===== config.mk =====
export PLATFORM = sky130hd
export DESIGN_NAME = smsp_port
export DESIGN_NICKNAME = d
export VERILOG_FILES = /design/src/rtl/smsp_pkg.sv /design/src/rtl/smsp_rate.sv /design/src/rtl/smsp_port.sv
export SDC_FILE = /design/constraint.sdc
export NUM_CORES = 1
export LEC_CHECK = 0
export ABC_AREA = 1
export BUFFER_PORTS_ARGS = -buffer_cell sky130_fd_sc_hd__buf_2
export CORE_UTILIZATION = 30
export CTS_CLUSTER_SIZE = 24
export DETAILED_ROUTE_END_ITERATION = 8
export PLACE_DENSITY_LB_ADDON = 0.08
export SYNTH_ARGS = -nofsm -noshare
export SYNTH_HDL_FRONTEND = slang
export SYNTH_SLANG_ARGS = --single-unit

===== constraint.sdc =====
create_clock -name CORE_CLK -period 2.69 [get_ports CORE_CLK]
set_input_delay 0.538 -clock CORE_CLK [delete_from_list [all_inputs] [get_ports CORE_CLK]]
set_output_delay 0.538 -clock CORE_CLK [all_outputs]
set_load 0.02 [all_outputs]

===== src/rtl/smsp_pkg.sv =====
// Purpose: Shared constants, types and helpers of the SPI port.
// Assumes: Byte-wide special function register access.
// Notes:   Offsets, field positions and reset values live here only.
package smsp_pkg;

  // ----------------------------------------------------------------------
  // Register map
  // ----------------------------------------------------------------------
  localparam int         ADDR_W      = 8;       // Register address width.
  localparam logic [7:0] ADDR_STATUS = 8'h84;   // Status register.
  localparam logic [7:0] ADDR_CTRL   = 8'h85;   // Control register.
  localparam logic [7:0] ADDR_DATA   = 8'h86;   // Data register.

  // ----------------------------------------------------------------------
  // Field positions
  // ----------------------------------------------------------------------
  localparam int CTL_SEL_IGN = 7;   // Select pin ignore.
  localparam int CTL_EN      = 6;   // Port enable.
  localparam int CTL_ORDER   = 5;   // Bit order, 1 is LSB first.
  localparam int CTL_MASTER_SELECT    = 4;   // Master select.
  localparam int CTL_CLOCK_POLARITY    = 3;   // Clock polarity.
  localparam int CTL_CLOCK_PHASE    = 2;   // Clock phase.
  localparam int ST_DONE     = 7;   // Transfer done flag.
  localparam int ST_HOLD     = 6;   // Holding register full flag, set while a byte waits.
  localparam int ST_RATE2    = 0;   // Rate select bit 2.

  // ----------------------------------------------------------------------
  // Reset values and counts
  // ----------------------------------------------------------------------
  localparam logic [7:0] CTRL_RST  = 8'h00;  // Control after reset.
  localparam logic [7:0] BYTE_RST  = 8'h00;  // Data registers after reset.
  localparam logic [3:0] LAST_HALF = 4'hF;   // Last of 16 clock half periods.
  localparam logic [2:0] LAST_BIT  = 3'h7;   // Last of 8 sampled bits.
  localparam logic [5:0] ONE_CYC   = 6'h01;  // One clock cycle.

  // Master engine states.
  typedef enum logic {ST_IDLE, ST_RUN} smsp_state_t;

  // Half of the system clock divisor chosen by the three rate bits.
  function automatic logic [5:0] smsp_half(input logic [2:0] sel);
    logic [5:0] h;
    h = 6'h02;
    unique case (sel)
      3'h0: h = 6'h02;   // Divide by 4.
      3'h1: h = 6'h03;   // Divide by 6.
      3'h2: h = 6'h04;   // Divide by 8.
      3'h3: h = 6'h06;   // Divide by 12.
      3'h4: h = 6'h08;   // Divide by 16.
      3'h5: h = 6'h0C;   // Divide by 24.
      3'h6: h = 6'h18;   // Divide by 48.
      3'h7: h = 6'h30;   // Divide by 96.
    endcase
    return h;
  endfunction : smsp_half

  // The bit of a byte that goes out next for the chosen bit order.
  function automatic logic smsp_first(input logic lsb, input logic [7:0] b);
    return lsb ? b[0] : b[7];
  endfunction : smsp_first

endpackage : smsp_pkg


===== src/rtl/smsp_rate.sv =====
// Purpose: Serial clock half period tick generator for master mode.
// Assumes: Run drops between transfers so each byte starts aligned.
// Notes:   One tick per half period of the serial clock.
`timescale 1ns/1ns
`default_nettype none
module smsp_rate
(
  input  wire logic       clk,    // System clock.
  input  wire logic       rst,    // Asynchronous reset, active high.
  input  wire logic       run,    // Generator runs while high.
  input  wire logic [2:0] sel,    // Rate select.
  output logic            tick    // One cycle per half period.
);
  import smsp_pkg::*;

  logic [5:0] cnt_reg;   // Cycles into the current half period.

  // A tick ends each half period of the chosen divisor.
  always_comb
  begin
    tick = run && (cnt_reg == smsp_half(sel) - ONE_CYC);
  end

  // The counter restarts on every tick and while stopped.
  always_ff @(posedge clk or posedge rst)
  begin
    if (rst)
      cnt_reg <= 6'h00;
    else if (!run || tick)
      cnt_reg <= 6'h00;
    else
      cnt_reg <= cnt_reg + ONE_CYC;
  end

endmodule : smsp_rate
`default_nettype wire


===== src/rtl/smsp_port.sv =====
// Purpose: Byte-wide SPI master and slave port with three registers.
// Assumes: Pins come from outside the clock domain and are synchronised.
// Notes:   Output enables low mean the pin is left to general I/O.
`timescale 1ns/1ns
`default_nettype none
module smsp_port
(
  input  wire logic                        CORE_CLK,   // System clock.
  input  wire logic                        SYS_RST,    // Async reset.
  input  wire logic [smsp_pkg::ADDR_W-1:0] SFR_ADDR,   // Register address.
  input  wire logic                        SFR_WR,     // Write strobe.
  input  wire logic                        SFR_RD,     // Read strobe.
  input  wire logic [7:0]                  SFR_WDATA,  // Write data.
  output logic [7:0]                       SFR_RDATA,  // Read data.
  input  wire logic                        SPI_IE,     // Interrupt enable.
  output logic                             SPI_IRQ,    // Interrupt request.
  input  wire logic                        SS_N_IN,    // Slave select pin.
  input  wire logic                        SCLK_IN,    // Clock pin level.
  output logic                             SCLK_OUT,   // Clock pin drive.
  output logic                             SCLK_OE,    // Clock pin enable.
  input  wire logic                        MOSI_IN,    // MOSI pin level.
  output logic                             MOSI_OUT,   // MOSI pin drive.
  output logic                             MOSI_OE,    // MOSI pin enable.
  input  wire logic                        MISO_IN,    // MISO pin level.
  output logic                             MISO_OUT,   // MISO pin drive.
  output logic                             MISO_OE     // MISO pin enable.
);
  import smsp_pkg::*;

  // ----------------------------------------------------------------------
  // State
  // ----------------------------------------------------------------------
  logic [7:0]  ctrl_reg;            // Control register.
  logic        rate2_reg;           // Rate select bit 2.
  logic        flag_reg;            // Transfer done flag.
  logic        holding_empty_flag_reg;            // Holding register full flag.
  logic [7:0]  thr_reg;             // Transmit holding register.
  logic [7:0]  rx_reg;              // Received byte.
  logic [7:0]  sh_reg, sh_next;     // Shift register and next value.
  logic        out_reg;             // Bit driven on the data pin.
  logic        sclk_reg;            // Driven serial clock level.
  logic [3:0]  half_reg;            // Master half periods done.
  logic [2:0]  bits_reg;            // Bits sampled this byte.
  logic        msamp_reg;           // Master sample strobe, one cycle late.
  logic        mlast_reg;           // Master last half period, one late.
  logic [7:0]  rdata_reg;           // Registered read data.
  smsp_state_t state_reg;           // Master engine state.
  logic ss_s1, ss_s2, sck_s1, sck_s2, sck_s3;  // Pin synchronisers.
  logic mo_s1, mo_s2, mi_s1, mi_s2;            // Data synchronisers.

  // ----------------------------------------------------------------------
  // Decode
  // ----------------------------------------------------------------------
  logic en, ign, lsb, master_select, clock_polarity, clock_phase, busy, tick, is_master, ss_low;
  logic mode_chg, slave_sel, wr_ctl, wr_st, wr_dat, load, in_bit;
  logic lead, trail, samp, chg, done_evt, s_rise, s_fall;
  logic [2:0] sel;                   // Full rate select.

  always_comb
  begin
    en        = ctrl_reg[CTL_EN];
    ign       = ctrl_reg[CTL_SEL_IGN];
    lsb       = ctrl_reg[CTL_ORDER];
    master_select      = ctrl_reg[CTL_MASTER_SELECT];
    clock_polarity      = ctrl_reg[CTL_CLOCK_POLARITY];
    clock_phase      = ctrl_reg[CTL_CLOCK_PHASE];
    sel       = {rate2_reg, ctrl_reg[1:0]};
    busy      = (state_reg == ST_RUN);
    ss_low    = !ss_s2;
    // Role comes from the master bit; the pin can only demote it.
    is_master = en && master_select;
    mode_chg  = is_master && !ign && ss_low;
    slave_sel = en && !master_select && (ign || ss_low);
    wr_ctl    = SFR_WR && (SFR_ADDR == ADDR_CTRL);
    wr_st     = SFR_WR && (SFR_ADDR == ADDR_STATUS);
    wr_dat    = SFR_WR && (SFR_ADDR == ADDR_DATA);
    // Never load in the cycle of a data write so no byte is torn.
    load      = holding_empty_flag_reg && !wr_dat && ((is_master && !busy && !mode_chg)
                || (en && !master_select && bits_reg == 3'h0 && !s_rise && !s_fall));
    s_rise    = sck_s2 && !sck_s3;
    s_fall    = !sck_s2 && sck_s3;
    // Leading edge leaves the idle level, trailing returns to it.
    lead      = (busy && tick && !half_reg[0])
                || (slave_sel && (clock_polarity ? s_fall : s_rise));
    trail     = (busy && tick && half_reg[0])
                || (slave_sel && (clock_polarity ? s_rise : s_fall));
    // A master samples one cycle after its edge so MISO clears the sync.
    samp      = (busy && msamp_reg)
                || (!busy && slave_sel && (clock_phase ? trail : lead));
    chg       = clock_phase ? lead : trail;
    in_bit    = is_master ? mi_s2 : mo_s2;
    done_evt  = busy ? mlast_reg
                     : (slave_sel && samp && bits_reg == LAST_BIT);
  end

  // Shift in the sampled bit at the far end from the outgoing bit.
  always_comb
  begin
    sh_next = sh_reg;
    if (samp)
      sh_next = lsb ? {in_bit, sh_reg[7:1]} : {sh_reg[6:0], in_bit};
  end

  // ----------------------------------------------------------------------
  // Synchronisers and rate generator
  // ----------------------------------------------------------------------
  // Each pin passes two flops; the clock gets a third for edges.
  always_ff @(posedge CORE_CLK or posedge SYS_RST)
  begin
    if (SYS_RST)
    begin
      {ss_s1, ss_s2} <= 2'h3;
      {sck_s1, sck_s2, sck_s3} <= 3'h0;
      {mo_s1, mo_s2, mi_s1, mi_s2} <= 4'h0;
    end
    else
    begin
      ss_s1 <= SS_N_IN;
      ss_s2 <= ss_s1;
      sck_s1 <= SCLK_IN;
      sck_s2 <= sck_s1;
      sck_s3 <= sck_s2;
      mo_s1 <= MOSI_IN;
      mo_s2 <= mo_s1;
      mi_s1 <= MISO_IN;
      mi_s2 <= mi_s1;
    end
  end

  // The divider only runs during a master transfer.
  smsp_rate u_rate
  (
    .clk  (CORE_CLK),
    .rst  (SYS_RST),
    .run  (busy),
    .sel  (sel),
    .tick (tick)
  );

  // ----------------------------------------------------------------------
  // Registers
  // ----------------------------------------------------------------------
  // Control register; a mode change demotes the master after any write.
  always_ff @(posedge CORE_CLK or posedge SYS_RST)
  begin
    if (SYS_RST)
      ctrl_reg <= CTRL_RST;
    else
    begin
      if (wr_ctl)
        ctrl_reg <= SFR_WDATA;
      if (mode_chg)
        ctrl_reg[CTL_MASTER_SELECT] <= 1'b0;
    end
  end

  // Status bits: done flag sets over a clear, holding flag tracks the TX_HOLDING_REG.
  always_ff @(posedge CORE_CLK or posedge SYS_RST)
  begin
    if (SYS_RST)
    begin
      rate2_reg <= 1'b0;
      flag_reg  <= 1'b0;
      holding_empty_flag_reg  <= 1'b0;
    end
    else
    begin
      if (wr_st)
        rate2_reg <= SFR_WDATA[ST_RATE2];
      flag_reg <= done_evt || mode_chg
                  || (flag_reg && !(wr_st && SFR_WDATA[ST_DONE]));
      if (wr_dat)
        holding_empty_flag_reg <= 1'b1;
      else if (load)
        holding_empty_flag_reg <= 1'b0;
    end
  end

  // Data path: holding register, shifter, pin bit and received byte.
  always_ff @(posedge CORE_CLK or posedge SYS_RST)
  begin
    if (SYS_RST)
    begin
      thr_reg <= BYTE_RST;
      sh_reg  <= BYTE_RST;
      rx_reg  <= BYTE_RST;
      out_reg <= 1'b0;
    end
    else
    begin
      if (wr_dat)
        thr_reg <= SFR_WDATA;
      sh_reg <= load ? thr_reg : sh_next;
      if (done_evt)
        rx_reg <= sh_next;
      // The first bit stands from the load, the rest follow change edges.
      if (load)
        out_reg <= smsp_first(lsb, thr_reg);
      else if (chg)
        out_reg <= smsp_first(lsb, sh_reg);
    end
  end

  // Master engine: a pending byte starts it, sixteen half periods end it.
  always_ff @(posedge CORE_CLK or posedge SYS_RST)
  begin
    if (SYS_RST)
      state_reg <= ST_IDLE;
    else
      unique case (state_reg)
        ST_IDLE: if (load && is_master) state_reg <= ST_RUN;
        ST_RUN:  if (done_evt || mode_chg || !is_master)
                   state_reg <= ST_IDLE;
      endcase
  end

  // Counters and the driven clock, which rests at the polarity level.
  always_ff @(posedge CORE_CLK or posedge SYS_RST)
  begin
    if (SYS_RST)
    begin
      half_reg <= 4'h0;
      bits_reg <= 3'h0;
      sclk_reg <= 1'b0;
      msamp_reg <= 1'b0;
      mlast_reg <= 1'b0;
    end
    else
    begin
      half_reg <= load ? 4'h0 : (tick ? half_reg + 4'h1 : half_reg);
      // MISO reaches the core two cycles late, so the sample waits one.
      msamp_reg <= busy && tick && (half_reg[0] == clock_phase);
      mlast_reg <= busy && tick && (half_reg == LAST_HALF);
      if (load || done_evt || (!ign && !ss_low && !master_select))
        bits_reg <= 3'h0;
      else if (samp)
        bits_reg <= bits_reg + 3'h1;
      if (!busy)
        sclk_reg <= clock_polarity;
      else if (tick)
        sclk_reg <= !sclk_reg;
    end
  end

  // Read data is captured on the read strobe.
  always_ff @(posedge CORE_CLK or posedge SYS_RST)
  begin
    if (SYS_RST)
      rdata_reg <= BYTE_RST;
    else if (SFR_RD)
      unique case (SFR_ADDR)
        ADDR_CTRL:   rdata_reg <= ctrl_reg;
        ADDR_STATUS: rdata_reg <= {flag_reg, holding_empty_flag_reg, 5'h00, rate2_reg};
        ADDR_DATA:   rdata_reg <= rx_reg;
        default:     rdata_reg <= BYTE_RST;
      endcase
  end

  // ----------------------------------------------------------------------
  // Outputs
  // ----------------------------------------------------------------------
  always_comb
  begin
    SFR_RDATA = rdata_reg;
    SPI_IRQ   = flag_reg && SPI_IE;
    SCLK_OUT  = sclk_reg;
    MOSI_OUT  = out_reg;
    MISO_OUT  = out_reg;
    // Disabled port drives nothing; idle master floats its outputs unless the ignore bit is set.
    SCLK_OE   = is_master && (busy || ign);
    MOSI_OE   = is_master && (busy || ign);
    MISO_OE   = slave_sel;
  end

  // ----------------------------------------------------------------------
  // Checks
  // ----------------------------------------------------------------------
  logic [5:0] gap_reg;   // Cycles since start or last tick.

  always_ff @(posedge CORE_CLK or posedge SYS_RST)
  begin
    if (SYS_RST)
      gap_reg <= 6'h00;
    else
      gap_reg <= (!busy || tick) ? 6'h00 : gap_reg + ONE_CYC;
  end

  property p_off;
    @(posedge CORE_CLK) disable iff (SYS_RST)
    !en |-> !SCLK_OE && !MOSI_OE && !MISO_OE;
  endproperty
  a_off: assert property (p_off) else $error("pin driven while off");

  property p_rate;
    @(posedge CORE_CLK) disable iff (SYS_RST)
    tick |-> gap_reg == smsp_half(sel) - ONE_CYC;
  endproperty
  a_rate: assert property (p_rate) else $error("bad half period");

  property p_done;
    @(posedge CORE_CLK) disable iff (SYS_RST)
    done_evt |=> flag_reg && (!SPI_IE || SPI_IRQ);
  endproperty
  a_done: assert property (p_done) else $error("flag not set");

  property p_hold_flag;
    @(posedge CORE_CLK) disable iff (SYS_RST)
    flag_reg && !(wr_st && SFR_WDATA[ST_DONE]) |=> flag_reg;
  endproperty
  a_hold_flag: assert property (p_hold_flag) else $error("flag lost");

  property p_holding_empty_flag;
    @(posedge CORE_CLK) disable iff (SYS_RST)
    wr_dat |=> holding_empty_flag_reg && thr_reg == $past(SFR_WDATA);
  endproperty
  a_holding_empty_flag: assert property (p_holding_empty_flag) else $error("holding not set");

  property p_mode;
    @(posedge CORE_CLK) disable iff (SYS_RST)
    mode_chg |=> !master_select && flag_reg && !busy;
  endproperty
  a_mode: assert property (p_mode) else $error("no mode change");

  property p_idle_float;
    @(posedge CORE_CLK) disable iff (SYS_RST)
    is_master && !busy && !ign |-> !MOSI_OE && !SCLK_OE;
  endproperty
  a_idle_float: assert property (p_idle_float) else $error("idle drive");

  property p_rest;
    @(posedge CORE_CLK) disable iff (SYS_RST)
    busy && done_evt |=> SCLK_OUT == clock_polarity;
  endproperty
  a_rest: assert property (p_rest) else $error("clock not at rest");

  property p_order;
    @(posedge CORE_CLK) disable iff (SYS_RST)
    load |=> MOSI_OUT == ($past(lsb) ? $past(thr_reg[0]) : $past(thr_reg[7]));
  endproperty
  a_order: assert property (p_order) else $error("wrong first bit");

  property p_start;
    @(posedge CORE_CLK) disable iff (SYS_RST)
    load && is_master |=> busy ##1 (busy && half_reg == 4'h0);
  endproperty
  a_start: assert property (p_start) else $error("master no start");

  c_mdone: cover property (@(posedge CORE_CLK) busy && done_evt);
  c_sdone: cover property (@(posedge CORE_CLK) !busy && done_evt);
  c_mode:  cover property (@(posedge CORE_CLK) mode_chg);
  c_lsb:   cover property (@(posedge CORE_CLK) done_evt && lsb && clock_phase);

endmodule : smsp_port
`default_nettype wire


==> qor.txt, run 1 <==
post-synth top area cell: dfrtp_1
Reg2Reg Depth: 14
Max stage delay on crit path: 500 ps
DRC Markers: 0
Post-synth top cells: 158 x nand2_1, 68 x dfrtp_1, 47 x inv_1
largest net degree at the start of global routing: 51
Worst-Skew Late Latency: 330 ps
maximum vdd drop: 0.000289 V
total number of vias: 2,909
element type at the critical path end: flop
Setup CP Type: reg2reg
Fillers: 1,205
ANT cells: 0
DRT iter0 DRCs: 114
wire per inst: 13.8 um
CTS root buffer: clkbuf_16
Clock transition at path regs: 60 ps
hold_buf cts: 0
drt pass-1 iters: 4
post-synthesis sequential area ratio: 50.1%
period utilization: 87.3%
Post-DP Area: 3840 um2
# nets final: 509
Yosys top cell area share: 48.6%
Setup WS post-layout: 341 ps
RR Endpoint: rx_reg[3]$_DFFE_PP0P_
total CTS buffers: 9
power per cell area: 603 nW/um2
TritonCTS clock tree: built
#FFs+latches synth: 70
clock sinks: 70
GR Overflow Total: 0
# setup viols final: 0
via count of the first global-routing pass: 2,778
Most common cell on crit path: nand2_1
Synth async-reset ratio: 100%
EDFF count, synth: 0
setup TNS: 0 ps
Syn Nets: 468
top cells by area, synth: dfrtp_1 49%, nand2_1 17%, inv_1 5.0%, o21ai_0 4.7%, nand3_1 4.6%
worst path required time: 2960 ps
most common cell in the netlist: nand2_1
Hold Vio Cnt, Final: 0
Startpoint Class: flop
slowest cell on the critical path: dfrtp_1
initial antenna violation count: 0
Final GP Congestion: 0.770
Netlist Area Pre-Place: 3500 um2
ys flop type: dfrtp_1
GRT Overall Usage: 16.1%
Max Cap Viol: 0
Site Rows: 39
Tmin final: 2350 ps
Max Slew Vio Count: 0
status: finished, final reports clean
Finished Cell Area: 4150 um2
number of cells on the critical path: 14
Area Growth Syn to Fin: 18.5%
die height: 110 um
WL final: 8650 um
Max-slew headroom: 62.3%
P_leak: 2.14 nW
Ports: 40
Post-DRT Antenna Nets: 0
WP buf/inv: 1
Post-CTS Setup Bufs: 0
H-tree Lvls: 3
Slew @ Worst Pin: 563 ps
vias per cell: 4.64
Max FO, Critical Path: 12
Core Region: 11,400 um2
cell count after synthesis: 438
Fin Clk Skew: 5.30 ps
syn avg cell area: 7.99 um2
IO buf count: 39
reg-to-reg setup timing slack: 340 ps
dpl ws: 284 ps
Clock Tree Buf Depth: 2
type of the worst min-delay path: in2async
Synth cell types: 39
synth warn: 0
hpwl dp: 6600 um
initial core utilization: 30.8%
Die Span X: 110 um
Die ar.: 12,100 um2
unrepaired setup endpoints after global routing: false
first-pass GRT wire length: 14,200 um
crit-path cells: inv_2 -> nand2_1 -> nand2_1 -> nand2_1 -> nand3_1 -> nor2_2 -> nand4_2 -> nand3_2 -> nand3_4 -> nand2_4 -> nand2_2 -> nand2_2 -> nand2_1 -> nand2_1
layout cell share with drive strength beyond 1: 16.5%
kind of cell adding the most delay to the critical path: simple AND/OR/NAND/NOR gates
fmax: 0.426 GHz
WP data arrival: 2620 ps
RR Startpoint: ctrl_reg[0]$_DFFE_PP0P_
[power breakdown]
group,switching [mW],internal (mW)
combinational,0.112,0.0606
sequential,0.0383,1.10
clock,0.428,0.763
[timing repair]
| action | in CTS | in global routing |
|---|---|---|
| endpoints found under the setup margin | 0 | 2 |
| resized for setup | 0 | 1 |
| hold endpoints to repair | 0 | 0 |
[cell families after synthesis]
| kind of cell | count (synthesis) | synth area share (%) |
|---|---|---|
| AO/OA/AOI/OAI | 50 | 8.04 |
| XOR/XNOR | 2 | 0.501 |
| adder cells (fa/ha/maj) | 5 | 1.79 |
| buffers and inverters | 65 | 7.87 |
| flip-flops | 70 | 50.1 |
| multiplexers | 3 | 0.894 |
| AND/OR/NAND/NOR | 243 | 30.8 |
[worst reg2reg max path, delay by kind of cell (launching register included)]
family | cells | cell delay (ps)
buf+inv | 1 | 110
flops | 1 | 500
simple gates | 13 | 1680
[layout by cell type (no fill, tap or decap), drive strengths merged]
| cell | netlist | final |
|---|---|---|
| mux2 | 1 | 1 |
| nand2 | 163 | 163 |
| nor4b | 1 | 1 |
| ha | 5 | 5 |
| dfrtp | 68 | 68 |
| nor2 | 25 | 25 |
| a21oi | 6 | 6 |
| nor4 | 4 | 4 |
| a221oi | 3 | 3 |
| o21bai | 1 | 1 |
| clkinv | 1 | 4 |
| o31ai | 1 | 1 |
| o21ai | 33 | 33 |
| bufinv | 0 | 1 |
| nand3b | 2 | 2 |
| xor2 | 2 | 2 |
| nand3 | 37 | 37 |
| o221ai | 1 | 1 |
| o21a | 1 | 1 |
| nand4 | 7 | 7 |
| o211ai | 1 | 1 |
| inv | 49 | 49 |
| dfstp | 2 | 2 |
| buf | 10 | 45 |
| mux2i | 2 | 2 |
| a211oi | 2 | 2 |
| clkbuf | 5 | 12 |
| a31oi | 1 | 1 |
| nor3 | 4 | 4 |
[worst max path at each step]
| stage | start | to | slack [ps] |
|---|---|---|---|
| 4_1_cts | rate2_reg$_DFFE_PP0P_ | rx_reg[1]$_DFFE_PP0P_ | 260 |
| 3_3_place_gp | rate2_reg$_DFFE_PP0P_ | rx_reg[4]$_DFFE_PP0P_ | 290 |
| 5_1_grt | ctrl_reg[0]$_DFFE_PP0P_ | rx_reg[2]$_DFFE_PP0P_ | 30 |
| 2_1_floorplan | SYS_RST | MISO_OUT$_DFFE_PP0P_ | 390 |
| 6_report | ctrl_reg[0]$_DFFE_PP0P_ | rx_reg[3]$_DFFE_PP0P_ | 340 |
| 3_5_place_dp | rate2_reg$_DFFE_PP0P_ | rx_reg[1]$_DFFE_PP0P_ | 280 |
[per-stage QoR]
step / utilization [%] / std cells / power (mW) / hold slack [ps]
2_1_floorplan: - / 438 / 1.26 / 331
3_3_place_gp: 33.8 / 611 / 1.33 / 333
3_5_place_dp: 33.8 / 611 / 1.33 / 336
4_1_cts: 36.5 / 627 / 2.54 / 236
5_1_grt: 36.5 / 627 / 2.62 / 262
6_report: 36.5 / 627 / 2.50 / 223
[layer usage]
| metal | GRT usage (%) | routed length [um] | vias to the layer above |
|---|---|---|---|
| met4 | 7.43 | 163 | 0 |
| met5 | 0 | 0 | - |
| li1 | - | - | 1487 |
| met2 | 24.7 | 3860 | 68 |
| met3 | 2.35 | 332 | 10 |
| met1 | 22.2 | 4300 | 1344 |
[final cells by class]
cell class                 count  area, um2  area share, %
sequential                    70       1760           42.3
inverter                      50        188           4.53
clock buffer                  12        256           6.19
tap                          143        179           4.32
timing repair buffer          45        253           6.10
clock inverter                 4       45.0           1.09
multi-input combinational    303       1470           35.5
(Power assumes the default switching activity.)
==> inputs of run 2 (changes only) <==
--- a/config.mk
+++ b/config.mk
@@ -5,7 +5,6 @@
 export SDC_FILE = /design/constraint.sdc
 export NUM_CORES = 1
 export LEC_CHECK = 0
-export ABC_AREA = 1
 export BUFFER_PORTS_ARGS = -buffer_cell sky130_fd_sc_hd__buf_2
 export CORE_UTILIZATION = 30
 export CTS_CLUSTER_SIZE = 24
==> run 2 against run 1 <==
Net effect:
- the flow now finishes with violations (DRC)
- synthesized cell count is 20% lower
- cell count decreased by 14%
- combinational power rose by 120%
- clock power down 9%
- critical path depth fell by 8
- count of clock-buffer cells in the layout shrank 1
- total power increased by 8.0%
- clock skew decreased by 2.0 ps
- utilization rose by 0.30 points
- die area is 2.3% higher
- global-route usage fell by 0.85 points
- sequential power increased by 9%
==> qor.txt, run 2 <==
type of the worst min-delay path: in2async
element type at the critical path end: flop
Post-DRT Antenna Nets: 0 (unchanged)
Startpoint Class: input port
setup TNS: 0 ps (unchanged)
Clock transition at path regs: 50 ps (about the same)
Clock Tree Buf Depth: 2 (unchanged)
unrepaired setup endpoints after global routing: false
Ports: 40 (unchanged)
Area Growth Syn to Fin: 18.2%
Final GP Congestion: 0.758 (-1.6%)
# setup viols final: 0 (unchanged)
Post-CTS Resized: 0 (unchanged)
syn avg cell area: 10.2 um2 (+27%)
Yosys top cell area share: 47.5% (-1.1 points)
status: finished with violations
largest net degree at the start of global routing: 42 (-18%)
Tmin final: 2360 ps (+7.92 ps)
Site Rows: 39 (unchanged)
Slew @ Worst Pin: 655 ps (+92.0 ps)
Max FO, Critical Path: 2 (-10)
drt pass-1 iters: 6 (+2)
first-pass GRT wire length: 14,200 um (-0.14%)
TritonCTS clock tree: built
via count of the first global-routing pass: 2,654 (-4.5%)
Syn Nets: 382 (-18%)
post-synthesis sequential area ratio: 49.0% (-1.1 points)
ys flop type: dfrtp_1
post-synth top area cell: dfrtp_1
sw frac: 27.2% (+4.0 points)
most common cell in the netlist: dfrtp_1
Synth cell types: 50 (+28%)
Int Pwr: 1.97 mW (+2.4%)
EDFF count, synth: 0 (unchanged)
Core Region: 11,500 um2 (+1.3%)
clock network fraction of total power: 39.8% (-7.9 points)
Hold Vio Cnt, Final: 0 (unchanged)
clock sinks: 70 (unchanged)
Worst-Skew Late Latency: 330 ps (about the same)
GRT Overall Usage: 15.2% (-0.85 points)
wire per inst: 15.5 um (+12%)
GR Util met2: 22.5% (-2.2 points)
hpwl dp: 6180 um (-6.4%)
GR Overflow Total: 0 (unchanged)
Netlist Area Pre-Place: 3580 um2 (+2.3%)
Max Slew Vio Count: 0 (unchanged)
Finished Cell Area: 4230 um2 (+2.1%)
Design Power: 2.70 mW (+8.0%)
Max-slew headroom: 56.0% (-6.3 points)
most frequent cells in the layout: 68 x dfrtp_1, 46 x nor2_1, 39 x buf_2
DRC Markers: 10 (+10)
synth warn: 0 (unchanged)
H-tree Lvls: 3 (unchanged)
cell count after synthesis: 352 (-20%)
Max Cap Viol: 0 (unchanged)
Die Span X: 111 um (+1.1%)
Setup CP Type: in2reg
dpl ws: -5.16 ps (-290 ps)
power per cell area: 638 nW/um2 (+5.8%)
P_leak: 1.99 nW (-7.4%)
WP data arrival: 2570 ps (-50 ps)
Flop pwr share: 46.0% (+0.6 points)
Post-CTS Setup Bufs: 0 (unchanged)
#FFs+latches synth: 70 (unchanged)
total number of vias: 2,609 (-10%)
CTS root buffer: clkbuf_16
IO buf count: 39 (unchanged)
Switch Pwr: 0.734 mW (+27%)
Die ar.: 12,400 um2 (+2.3%)
combinational share of power: 14.2% (+7.3 points)
WHS: 159 ps (-64.0 ps)
# nets final: 427 (-16%)
layout cell share with drive strength beyond 1: 24.6% (+8.0 points)
gr busiest metal: met2
worst path required time: 2910 ps (-50 ps)
initial antenna violation count: 0 (unchanged)
initial core utilization: 31.1% (+0.31 points)
total CTS buffers: 9 (unchanged)
grt met1 use: 20.9% (-1.3 points)
Synth async-reset ratio: 100% (unchanged)
top cells by area, synth: dfrtp_1 48%, mux2i_1 6.1%, mux2_2 6.0%, nor2_1 4.8%, a21oi_1 2.9%
Fin Clk Skew: 3.33 ps (-1.97 ps)
fmax: 0.424 GHz (-0.34%)
Setup WS post-layout: 333 ps (-7.92 ps)
maximum vdd drop: 0.000339 V (+17%)
die height: 111 um (+1.1%)
hold_buf cts: 0 (unchanged)
failing checks: DRC
most common cell after layout, fill and taps aside: dfrtp_1
ANT cells: 0 (unchanged)
vias per cell: 4.81 (+3.8%)
DRT iter0 DRCs: 114 (unchanged)
Post-synth top cells: 68 x dfrtp_1, 46 x nor2_1, 24 x inv_1, 24 x nand2_1, 22 x mux2i_1
Post-DP Area: 3970 um2 (+3.3%)
GRT met3 Usage: 3.01% (+0.66 points)
WL final: 8410 um (-2.8%)
period utilization: 87.6% (+0.29 points)
==> run 2: cell types whose count changed in the layout (fill, tap and decap cells not counted), moves of 17 or more <==
| cell | change |
|---|---|
| nor2_1 | +22 |
| o21ai_0 | -17 |
| nand3_1 | -21 |
| mux2_2 | +18 |
| inv_1 | -23 |
| nand2_1 | -134 |
| mux2i_1 | +20 |
==> run 2: cell type report <==
type / instances / area, um2
Tap cell: 143 / 179
Sequential cell: 70 / 1750
Clock inverter: 2 / 10.0
Clock buffer: 11 / 253
Inverter: 24 / 90.1
Fill cell: 1154 / 7280
Multi-Input combinational cell: 237 / 1620
Timing Repair Buffer: 55 / 328
==> run 2: critical path, stage by stage <==
cell and delay, ps:
buf_2 90, or4b_1 560, nor4_2 350, nand3b_1 190, mux4_1 570, mux2_2 270
==> run 2: power groups by stage <==
stage	Combinational (mW)	Sequential [mW]	Clock (mW)
4_1_cts	0.389	1.24	1.12
2_1_floorplan	0.288	1.23	0
3_3_place_gp	0.384	1.26	0
3_5_place_dp	0.386	1.26	0
6_report	0.382	1.24	1.08
5_1_grt	0.432	1.26	1.16
==> run 2: cell families (layout without fill, tap and decap cells) <==
logic type      after synthesis  count (layout)  share of synthesized area, %
fa+ha+maj                     5               5                          1.75
mux                          43              43                          13.5
xor+xnor                     11              11                          2.69
simple gates                110             110                          14.9
compound gates               68              68                          12.2
buf+inv                      45              92                          5.94
flops                        70              70                          49.0
==> run 2: path summary, 6_finish.rpt <==
| path | from | end | slack [ps] | cells after the start |
|---|---|---|---|---|
| max in group asynchronous | SYS_RST | ss_s1$_DFF_PP1_ | 1950 | 3 |
| min | SYS_RST | sck_s3$_DFF_PP0_ | 160 | 2 |
| min reg2reg | mi_s1$_DFF_PP0_ | mi_s2$_DFF_PP0_ | 340 | 0 |
| max | SFR_ADDR[5] | MISO_OUT$_DFFE_PP0P_ | 330 | 6 |
| min in group CORE_CLK | SS_N_IN | ss_s1$_DFF_PP1_ | 300 | 1 |
| max reg2reg | ctrl_reg[1]$_DFFE_PP0P_ | half_reg[3]$_DFFE_PP0P_ | 390 | 6 |
==> run 2: stage by stage <==
| step | std cells | util (%) |
|---|---|---|
| floorplan | 352 | - |
| global placement | 529 | 34.5 |
| detailed placement | 529 | 34.5 |
| CTS | 542 | 36.8 |
| global route | 542 | 36.8 |
| finish | 542 | 36.8 |
==> run 2: layer usage <==
metal | up-vias | part of all wire, % | wire length, um
met5 | - | 0 | 0
met3 | 11 | 4.0 | 335
met2 | 61 | 44 | 3730
met1 | 1225 | 49 | 4160
met4 | 0 | 2.3 | 194
li1 | 1312 | - | -
